File: src/core/pms_defs.svh
// Timing constants and widths of the power-mode sequencer
`ifndef PMS_DEFS_SVH
`define PMS_DEFS_SVH

`define PMS_CLK_HZ      20000000
`define PMS_VLF_HZ      2000
`define PMS_FAST_HZ     1000000
`define PMS_INSTR_CLKS  4
`define PMS_STEP_MS     250
`define PMS_LF_ON_US    1000
`define PMS_LF_OFF_US   9000
`define PMS_STEPS_W     8
`define PMS_IRQ_PINS    2

`define PMS_VLF_DIV     (`PMS_CLK_HZ / `PMS_VLF_HZ)
`define PMS_FAST_DIV    (`PMS_CLK_HZ / `PMS_FAST_HZ)
`define PMS_STEP_TICKS  (`PMS_STEP_MS * `PMS_VLF_HZ / 1000)
`define PMS_LF_ON_CYC   ((`PMS_CLK_HZ / 1000000) * `PMS_LF_ON_US)
`define PMS_LF_OFF_CYC  ((`PMS_CLK_HZ / 1000000) * `PMS_LF_OFF_US)

`endif

File: src/core/pms_pkg.sv
// Types shared by the power-mode sequencer
`default_nettype none
package pms_pkg;

    typedef enum logic [3:0] {
        PMS_SHELF = 4'b0001,
        PMS_SLEEP = 4'b0010,
        PMS_RUN   = 4'b0100,
        PMS_IDLE  = 4'b1000
    } pms_state_e;

    typedef struct packed {
        logic       strong_field;
        logic       medium_field;
        logic       motion;
        logic [1:0] io_irq;
        logic       timer;
    } pms_wake_s;

    typedef struct packed {
        logic very_low_freq_osc;
        logic fast_cpu_osc;
        logic cpu_exec;
        logic adc_on;
    } pms_clk_s;

endpackage
`default_nettype wire

File: src/core/pms_tick_div.sv
// Free-running divider giving a one-cycle tick while enabled
`default_nettype none
module pms_tick_div #(
    parameter int DIV = 20
) (
    input  wire logic clock,
    input  wire logic rst_n,
    input  wire logic run,
    output logic      tick
);
    localparam int W = (DIV > 1) ? $clog2(DIV) : 1;
    localparam logic [W-1:0] LAST = W'(DIV - 1);

    logic [W-1:0] cnt_r;
    logic [W-1:0] cnt_nxt;
    wire          at_last = (cnt_r == LAST);

    assign cnt_nxt = (!run || at_last) ? '0 : cnt_r + W'(1);

    always_ff @(posedge clock or negedge rst_n) begin
        if (!rst_n) begin
            cnt_r <= '0;
            tick  <= 1'b0;
        end else begin
            cnt_r <= cnt_nxt;
            tick  <= run && at_last;
        end
    end
endmodule
`default_nettype wire

File: src/core/pms_sequencer.sv
// Power-mode sequencer: shelf, sleep, run and idle with their wake sources
// Behaviour
// - Shelf keeps everything off except reset and the strong-field, motion and interrupt-pin wakes
// - External interrupt ends shelf
// - Sleep runs only the very slow oscillator
// - Sleep counter wakes after programmed interval
// - Run means fast clock and execution
// - Idle during measurement: converter only
// - Interrupt pins wake from shelf or sleep
// - Over-temperature sleeps instead of measuring
// - Coil sensing 1 ms on, 9 ms off
// - Motion switch sensed on one interrupt input
// - Accelerometer power switched by one output
// - Slow tick 2 kHz, interval steps 250 ms
// - Fast clock 1 MHz, four clocks per instruction
// - Medium field wakes sleep when enabled
`include "pms_defs.svh"
`default_nettype none
module pms_sequencer
    import pms_pkg::*;
#(
    parameter int VLF_DIV    = `PMS_VLF_DIV,
    parameter int LF_ON_CYC  = `PMS_LF_ON_CYC,
    parameter int LF_OFF_CYC = `PMS_LF_OFF_CYC
) (
    input  wire logic                    clock,
    input  wire logic                    rst_n,
    input  wire logic [`PMS_IRQ_PINS-1:0] io_irq_pin,
    input  wire logic                    motion_pin,
    input  wire logic                    strong_field_pin,
    input  wire logic                    medium_field_pin,
    input  wire logic                    go_shelf,
    input  wire logic                    go_sleep,
    input  wire logic                    go_idle,
    input  wire logic                    meas_done,
    input  wire logic [`PMS_STEPS_W-1:0] sleep_steps,
    input  wire logic                    temp_above_limit,
    input  wire logic                    overtemp_sleep_en,
    input  wire logic                    medium_field_en,
    input  wire logic [`PMS_IRQ_PINS-1:0] io_irq_en,
    input  wire logic                    motion_en,
    input  wire logic                    accel_on,
    output pms_state_e                   state_r,
    output pms_clk_s                     clk_en_r,
    output logic                         lf_sense_r,
    output logic                         accel_pwr_r,
    output logic                         instr_tick_r,
    output pms_wake_s                    wake_cause_r
);
    localparam int SIG_N = `PMS_IRQ_PINS + 3;
    localparam int LF_W  = $clog2(LF_ON_CYC + LF_OFF_CYC);
    localparam int STP_W = $clog2(`PMS_STEP_TICKS);
    localparam logic [LF_W-1:0]  LF_ON_LAST  = LF_W'(LF_ON_CYC - 1);
    localparam logic [LF_W-1:0]  LF_OFF_LAST = LF_W'(LF_OFF_CYC - 1);
    localparam logic [STP_W-1:0] STEP_LAST   = STP_W'(`PMS_STEP_TICKS - 1);

    // Two-flop synchronisers; only stage two and the history flop are read
    logic [SIG_N-1:0] meta_r;
    logic [SIG_N-1:0] sync_r;
    logic [SIG_N-1:0] hist_r;
    wire  [SIG_N-1:0] pins = {strong_field_pin, medium_field_pin, motion_pin, io_irq_pin};

    always_ff @(posedge clock or negedge rst_n) begin
        if (!rst_n) begin
            meta_r <= '0;
            sync_r <= '0;
            hist_r <= '0;
        end else begin
            meta_r <= pins;
            sync_r <= meta_r;
            hist_r <= sync_r;
        end
    end

    // Edges of the synchronised pins, so a held level wakes only once
    wire [SIG_N-1:0] rise = sync_r & ~hist_r;
    wire [`PMS_IRQ_PINS-1:0] io_evt = rise[`PMS_IRQ_PINS-1:0] & io_irq_en;
    wire motion_evt = rise[`PMS_IRQ_PINS] & motion_en;
    wire mfd_evt    = rise[`PMS_IRQ_PINS+1] & lf_sense_r;
    wire sfd_evt    = rise[`PMS_IRQ_PINS+2];

    function automatic logic in_state(input pms_state_e s, input pms_state_e q);
        in_state = (s == q);
    endfunction

    wire st_shelf = in_state(state_r, PMS_SHELF);
    wire st_sleep = in_state(state_r, PMS_SLEEP);
    wire st_run   = in_state(state_r, PMS_RUN);
    wire st_idle  = in_state(state_r, PMS_IDLE);

    // Slow-oscillator and fast-clock ticks, and the interval counter the slow tick drives
    logic vlf_tick;
    logic fast_tick;

    pms_tick_div #(.DIV(VLF_DIV)) u_vlf_div (
        .clock (clock),
        .rst_n (rst_n),
        .run   (st_sleep),
        .tick  (vlf_tick)
    );

    pms_tick_div #(.DIV(`PMS_FAST_DIV)) u_fast_div (
        .clock (clock),
        .rst_n (rst_n),
        .run   (st_run),
        .tick  (fast_tick)
    );

    logic [STP_W-1:0]        sub_r;
    logic [`PMS_STEPS_W-1:0] step_r;
    wire step_done = vlf_tick && (sub_r == STEP_LAST);
    // Zero steps wakes straight away; the interval is only coarse to one step
    wire timer_evt = st_sleep && ((step_r == sleep_steps)
                     || (step_done && (step_r + `PMS_STEPS_W'(1) == sleep_steps)));

    always_ff @(posedge clock or negedge rst_n) begin
        if (!rst_n) begin
            sub_r  <= '0;
            step_r <= '0;
        end else if (!st_sleep) begin
            sub_r  <= '0;
            step_r <= '0;
        end else if (vlf_tick) begin
            sub_r  <= step_done ? '0 : sub_r + STP_W'(1);
            step_r <= step_done ? step_r + `PMS_STEPS_W'(1) : step_r;
        end
    end

    // Coil sensing window while sleeping: low duty cycle saves current
    logic [LF_W-1:0] lf_cnt_r;
    logic            lf_sense_nxt;
    logic [LF_W-1:0] lf_cnt_nxt;
    wire lf_allowed = st_sleep && medium_field_en;
    wire lf_flip    = lf_sense_r ? (lf_cnt_r == LF_ON_LAST) : (lf_cnt_r == LF_OFF_LAST);

    assign lf_sense_nxt = lf_allowed && (lf_flip ? !lf_sense_r : lf_sense_r);
    assign lf_cnt_nxt   = (!lf_allowed || lf_flip) ? '0 : lf_cnt_r + LF_W'(1);

    always_ff @(posedge clock or negedge rst_n) begin
        if (!rst_n) begin
            lf_cnt_r   <= '0;
            lf_sense_r <= 1'b0;
        end else begin
            lf_cnt_r   <= lf_cnt_nxt;
            lf_sense_r <= lf_sense_nxt;
        end
    end

    // Wake decisions
    wire shelf_wake = sfd_evt || motion_evt || (|io_evt);
    wire sleep_wake = shelf_wake || mfd_evt || timer_evt;
    wire hot_skip   = overtemp_sleep_en && temp_above_limit && go_idle;

    pms_state_e state_nxt;
    always_comb begin
        state_nxt = state_r;
        case (state_r)
            PMS_SHELF: if (shelf_wake) state_nxt = PMS_RUN;
            PMS_SLEEP: if (sleep_wake) state_nxt = PMS_RUN;
            PMS_RUN: begin
                if (go_shelf) state_nxt = PMS_SHELF;
                else if (go_sleep || hot_skip) state_nxt = PMS_SLEEP;
                else if (go_idle) state_nxt = PMS_IDLE;
            end
            PMS_IDLE:  if (meas_done) state_nxt = PMS_RUN;
            default:   state_nxt = PMS_RUN;
        endcase
    end

    pms_wake_s wake_nxt;
    assign wake_nxt = '{strong_field: sfd_evt, medium_field: mfd_evt && st_sleep,
                        motion: motion_evt, io_irq: io_evt, timer: timer_evt};

    pms_clk_s clk_nxt;
    assign clk_nxt = '{very_low_freq_osc: (state_nxt == PMS_SLEEP),
                       fast_cpu_osc:      (state_nxt == PMS_RUN),
                       cpu_exec:          (state_nxt == PMS_RUN),
                       adc_on:            (state_nxt == PMS_IDLE)};

    logic [1:0] instr_cnt_r;
    wire instr_end = fast_tick && (instr_cnt_r == 2'(`PMS_INSTR_CLKS - 1));

    always_ff @(posedge clock or negedge rst_n) begin
        if (!rst_n) begin
            state_r      <= PMS_RUN;
            clk_en_r     <= '{very_low_freq_osc: 1'b0, fast_cpu_osc: 1'b1,
                              cpu_exec: 1'b1, adc_on: 1'b0};
            accel_pwr_r  <= 1'b0;
            wake_cause_r <= '0;
            instr_cnt_r  <= '0;
            instr_tick_r <= 1'b0;
        end else begin
            state_r      <= state_nxt;
            clk_en_r     <= clk_nxt;
            // Sensor supply dropped in shelf so nothing draws current there
            accel_pwr_r  <= accel_on && (state_nxt != PMS_SHELF);
            if ((st_shelf || st_sleep) && state_nxt == PMS_RUN)
                wake_cause_r <= wake_nxt;
            instr_cnt_r  <= !st_run ? 2'(0) : (fast_tick ? instr_cnt_r + 2'(1) : instr_cnt_r);
            instr_tick_r <= st_run && instr_end;
        end
    end

    a_one_state: assert property (@(posedge clock) disable iff (!rst_n)
        $onehot(state_r)) else $error("state not one-hot");
    a_shelf_quiet: assert property (@(posedge clock) disable iff (!rst_n)
        st_shelf |-> (clk_en_r == '0 && !lf_sense_r && !accel_pwr_r))
        else $error("activity in shelf");
    a_sleep_clocks: assert property (@(posedge clock) disable iff (!rst_n)
        st_sleep |-> (clk_en_r.very_low_freq_osc && !clk_en_r.fast_cpu_osc && !clk_en_r.adc_on))
        else $error("wrong clocks in sleep");
    a_timer_wake: assert property (@(posedge clock) disable iff (!rst_n)
        (st_sleep && sleep_steps == '0) |=> st_run && wake_cause_r.timer)
        else $error("zero interval did not wake");
    a_run_exec: assert property (@(posedge clock) disable iff (!rst_n)
        clk_en_r.cpu_exec == st_run) else $error("execution not tied to run");
    a_idle_adc: assert property (@(posedge clock) disable iff (!rst_n)
        (st_run && go_idle && !go_shelf && !go_sleep && !hot_skip) |=>
        st_idle && clk_en_r.adc_on && !clk_en_r.cpu_exec) else $error("idle entry wrong");
    a_pin_wake: assert property (@(posedge clock) disable iff (!rst_n)
        ((st_shelf || st_sleep) && (|io_evt)) |=> st_run) else $error("pin did not wake");
    a_hot_sleep: assert property (@(posedge clock) disable iff (!rst_n)
        (st_run && hot_skip && !go_shelf) |=> st_sleep) else $error("hot measure not skipped");
    // Leaving sleep or clearing medium_field_en may cut the window; otherwise it must run its full on count
    a_lf_window: assert property (@(posedge clock) disable iff (!rst_n)
        $fell(lf_sense_r) |-> ($past(lf_cnt_r) == LF_ON_LAST || !$past(lf_allowed)))
        else $error("coil window cut short");
    a_mfd_wake: assert property (@(posedge clock) disable iff (!rst_n)
        (st_sleep && mfd_evt) |=> st_run ##0 wake_cause_r.medium_field)
        else $error("medium field did not wake");
    a_instr_run: assert property (@(posedge clock) disable iff (!rst_n)
        instr_tick_r |-> ##1 !instr_tick_r [*3]) else $error("instruction tick too fast");
endmodule
`default_nettype wire

File: config.mk
export PLATFORM = sky130hd
export DESIGN_NAME = pms_sequencer
export DESIGN_NICKNAME = d
export VERILOG_FILES = /design/src/core/pms_pkg.sv /design/src/core/pms_tick_div.sv /design/src/core/pms_sequencer.sv
export VERILOG_INCLUDE_DIRS = /design/src /design/src/core
export SDC_FILE = /design/constraint.sdc
export NUM_CORES = 1
export LEC_CHECK = 0
export ABC_AREA = 1
export BUFFER_PORTS_ARGS = -buffer_cell sky130_fd_sc_hd__buf_2
export CAP_MARGIN = 5
export CORE_ASPECT_RATIO = 1.1
export CORE_MARGIN = 4
export CORE_UTILIZATION = 63
export CTS_CLUSTER_SIZE = 8
export DETAILED_ROUTE_END_ITERATION = 10
export PLACE_DENSITY = 0.91
export SLEW_MARGIN = 20
export SYNTH_ARGS = -nofsm -noshare
export SYNTH_HDL_FRONTEND = slang
export SYNTH_SLANG_ARGS = --single-unit
File: constraint.sdc
create_clock -name clock -period 5 [get_ports clock]
set_input_delay 0.5 -clock clock [delete_from_list [all_inputs] [get_ports clock]]
set_output_delay 0.5 -clock clock [all_outputs]
set_load 0.1 [all_outputs]
==> load_flow_metrics.sql <==
INSERT INTO impl_metrics (metric_group, metric, value, unit) VALUES
('placement', 'detailed_place_hpwl', '6170', 'um'),
('critical_path', 'end_kind', 'flop', ''),
('floorplanning', 'initial_utilization', '0.652', ''),
('power', 'peakVddDrop', '0.305', 'mV'),
('clock_network', 'clk_latency', '0.35', 'ns'),
('logic_synthesis', 'ys_ff_latch', '89', ''),
('critical_path', 'timing_worst_setup_path_type', 'reg2reg', ''),
('global_routing', 'pin_count_of_the_biggest_net_entering_global_routing', '90', ''),
('logic_synthesis', 'post-synth-top-area-cell', 'sky130_fd_sc_hd__dfrtp_1', ''),
('sta', 'min_period_over_period', '0.465', ''),
('logic_synthesis', 'post_synth_design_cell_area', '4300', 'um2'),
('placement', 'buffers_on_ports', '42', ''),
('logic_synthesis', 'synthesis.instances', '508', ''),
('logic_synthesis', 'part_of_the_yosys_area_used_for_sequential_elements', '0.519', ''),
('placement', 'globalplace.congestion', '0.901', ''),
('clock_network', 'tritoncts.num_buffers', '9', ''),
('finish', 'final.fill_count', '485', ''),
('global_routing', 'gr_util_all_layers', '0.229', ''),
('routing', 'ant_nets', '0', ''),
('clock_network', 'path_clk_slew', '0.09', 'ns'),
('hold_path', 'holdCritPathClass', 'in2async', ''),
('critical_path', 'worst_ep_arrival_time', '2.63', 'ns'),
('finish', 'finish.net_count', '588', ''),
('finish', 'syn2layout_area_growth', '11.9', '%'),
('routing', 'drt_pass1_iterations', '4', ''),
('sta', 'finClkSkew', '0.0108', 'ns'),
('sta', 'finalSetupViolCount', '0', ''),
('sta', 'max_slew.worst_pin.slew', '0.762', 'ns'),
('routing', 'wl_per_cell', '13.3', 'um'),
('clock_network', 'tritoncts', 'built', ''),
('global_routing', 'antenna_found_initial', '0', ''),
('clock_network', 'buffer_levels_on_the_longest_clock_path', '2', ''),
('logic_synthesis', 'largest_cells_by_area_after_synthesis', 'sky130_fd_sc_hd__dfrtp_1 51%, sky130_fd_sc_hd__nand2_1 8.6%, sky130_fd_sc_hd__inv_1 6.4%, sky130_fd_sc_hd__nor2_1 5.4%, sky130_fd_sc_hd__nand3_1 4.3%', ''),
('floorplanning', 'placeableCoreArea', '6590', 'um2'),
('power', 'leakage', '0.00233', 'uW'),
('floorplanning', 'boundaryPins', '43', ''),
('logic_synthesis', 'yosysUniqueCellTypes', '35', ''),
('logic_synthesis', 'synthesis.area_per_instance', '8.46', 'um2'),
('clock_network', 'cts_root_buffer', 'sky130_fd_sc_hd__clkbuf_8', ''),
('sta', 'max_slew_margin', '0.489', ''),
('finish', 'antenna_cells', '0', ''),
('clock_network', 'postCtsSetupRepairBufs', '0', ''),
('sta', 'final.setup.tns', '0', 'ns'),
('clock_network', 'cts_hold_buffers', '0', ''),
('floorplanning', 'fp-row-count', '31', ''),
('sta', 'maxClockFrequency', '430', 'MHz'),
('global_routing', 'number_of_global_route_vias_before_repair', '3526', ''),
('sta', 'report.final.slew_viol_count', '0', ''),
('global_routing', 'global_route.overflow_total', '0', ''),
('global_routing', 'grt_first_pass_wirelength', '14900', 'um'),
('placement', 'dpl_cell_area', '4580', 'um2'),
('floorplanning', 'die_y', '94.6', 'um'),
('clock_network', 'cts.repair.resized', '0', ''),
('floorplanning', 'dieArea', '8210', 'um2'),
('routing', 'vias_per_cell', '5.45', ''),
('clock_network', 'htreeDepth', '3', ''),
('flow_run', 'maxCapViolCount', '0', ''),
('sta', 'grt_setup_unrepaired', 'no', ''),
('logic_synthesis', 'synth_top_area_share', '0.507', ''),
('critical_path', 'setup.worst_path.start_class', 'flop', ''),
('sta', 'layout_min_cycle_time', '2.33', 'ns'),
('sta', 'timing_hold_violations_final', '0', ''),
('floorplanning', 'die_w', '86.7', 'um'),
('routing', 'drt-total-wl', '8520', 'um'),
('routing', 'drc_errors', '0', ''),
('routing', 'dr.first_iter.drc_count', '176', ''),
('outcome', 'result_of_the_run', 'complete, no violations', ''),
('power', 'p_per_area', '386', 'nW/um2'),
('clock_network', 'total_clock_sinks', '89', ''),
('finish', 'final_design_area_no_fill', '4810', 'um2'),
('routing', 'dr_total_vias', '3504', ''),
('logic_synthesis', 'synth.net_count', '540', ''),
('logic_synthesis', 'yosys_warnings', '0', ''),
('critical_path', 'critical_path.max_fanout', '17', ''),
('critical_path', 'required_time_of_the_worst_setup_path', '5.30', 'ns'),
('finish', 'final_layout_size_suffix_gt1_frac', '0.141', '');
==> path summary, 6_finish.rpt <==
check                              start     endpoint  slack (ns)  depth (start not counted)
min                                rst_n    meta_r[2]        0.19                          1
min reg2reg                    meta_r[4]    sync_r[4]        0.35                          0
max                           state_r[3]  lf_cnt_r[7]        2.67                          8
max in group asynchronous          rst_n     sub_r[6]        4.28                          1
min in group clock         io_irq_pin[0]    meta_r[0]        0.25                          1
max reg2reg                   state_r[3]  lf_cnt_r[7]        2.67                          8
==> cell families (layout without fill, tap and decap cells) <==
kind of cell | after synthesis | count (layout) | share of synthesized area
multiplexers | 1 | 1 | 0.00233
XOR/XNOR | 17 | 17 | 0.0347
AND/OR/NAND/NOR | 260 | 260 | 0.279
adder cells (fa/ha/maj) | 6 | 6 | 0.0175
AO/OA/AOI/OAI | 54 | 54 | 0.0745
buffers and inverters | 81 | 134 | 0.0731
flip-flops | 89 | 89 | 0.519
==> through the flow <==
step / power [uW] / utilization / worst slack, ns / hold WS (ns) / instances
floorplan: 1240 / - / 2.87 / 0.204 / 508
global placement: 1330 / 0.695 / 2.84 / 0.333 / 627
detailed placement: 1340 / 0.695 / 2.76 / 0.335 / 627
CTS: 1870 / 0.729 / 2.69 / 0.239 / 643
global route: 1940 / 0.729 / 2.45 / 0.231 / 643
finish: 1860 / 0.729 / 2.67 / 0.187 / 643
==> sequential cells by signal, indices dropped and copies added (netlist names) <==
signal            cells
accel_pwr_r           1
clk_en_r              3
hist_r                5
instr_cnt_r           2
instr_tick_r          1
lf_cnt_r             18
lf_sense_r            1
meta_r                5
state_r               4
step_r                8
sub_r                 9
sync_r                5
u_fast_div.cnt_r      5
u_fast_div.tick       1
u_vlf_div.cnt_r      14
u_vlf_div.tick        1
wake_cause_r          6
==> layer usage <==
| layer | track usage | vias up | wire (um) |
|---|---|---|---|
| met3 | 0.0532 | 23 | 432 |
| met4 | 0.0948 | 0 | 220 |
| li1 | - | 1741 | - |
| met1 | 0.261 | 1645 | 3460 |
| met5 | 0 | - | 0 |
| met2 | 0.410 | 95 | 4410 |
==> Yosys cell counts (all sizes together) <==
cell type	number
o21bai	4
nand2	102
buf	5
o21ai	16
nor4	2
a21oi	21
nand3	41
xor2	13
nand4	14
nor3	23
or2	1
o21a	2
mux2i	1
a211oi	1
a31oi	1
dfrtp	87
o22ai	3
inv	75
nor2	67
a31o	1
dfstp	2
o31ai	5
xnor2	4
ha	6
clkinv	1
nor3b	10
==> cells in the final DEF, fill, tap and decap left out, types with 3 or more instances in the layout <==
| cell | synthesis | layout |
|---|---|---|
| sky130_fd_sc_hd__a21oi_1 | 21 | 21 |
| sky130_fd_sc_hd__buf_2 | 4 | 41 |
| sky130_fd_sc_hd__clkbuf_8 | 0 | 10 |
| sky130_fd_sc_hd__dfrtp_1 | 87 | 87 |
| sky130_fd_sc_hd__ha_1 | 6 | 6 |
| sky130_fd_sc_hd__inv_1 | 73 | 73 |
| sky130_fd_sc_hd__nand2_1 | 98 | 98 |
| sky130_fd_sc_hd__nand3_1 | 37 | 37 |
| sky130_fd_sc_hd__nand3_2 | 4 | 4 |
| sky130_fd_sc_hd__nand4_1 | 14 | 14 |
| sky130_fd_sc_hd__nor2_1 | 62 | 62 |
| sky130_fd_sc_hd__nor2_2 | 5 | 5 |
| sky130_fd_sc_hd__nor3_1 | 21 | 21 |
| sky130_fd_sc_hd__nor3b_1 | 10 | 10 |
| sky130_fd_sc_hd__o21ai_0 | 15 | 15 |
| sky130_fd_sc_hd__o21bai_1 | 3 | 3 |
| sky130_fd_sc_hd__o22ai_1 | 3 | 3 |
| sky130_fd_sc_hd__o31ai_1 | 5 | 5 |
| sky130_fd_sc_hd__xnor2_1 | 4 | 4 |
| sky130_fd_sc_hd__xor2_1 | 13 | 13 |
==> where the power goes <==
group	leakage, uW	internal [uW]	switching [uW]
Clock	0.000107	296	237
Sequential	0.00119	774	32.3
Combinational	0.00103	88.2	431
==> cell type report <==
cell class	instances	area [um2]	share of cell area
well taps	82	103	0.0213
clock buffers	12	145	0.0302
repair buffers	42	216	0.0450
clock inverters	4	76.3	0.0159
flip-flops and latches	89	2230	0.464
multi-input cells	338	1750	0.364
inverters	76	287	0.0596
==> worst max-delay path: stages, from the launching register on <==
cell                      delay, ns
sky130_fd_sc_hd__dfrtp_1       0.40
sky130_fd_sc_hd__inv_1         0.10
sky130_fd_sc_hd__nand2_1       0.09
sky130_fd_sc_hd__nor3_2        0.59
sky130_fd_sc_hd__inv_2         0.23
sky130_fd_sc_hd__nor2_1        0.26
sky130_fd_sc_hd__nand2_2       0.26
sky130_fd_sc_hd__a21oi_1       0.21
sky130_fd_sc_hd__o21a_1        0.14
Note: power is estimated with default switching activity, not from simulation.
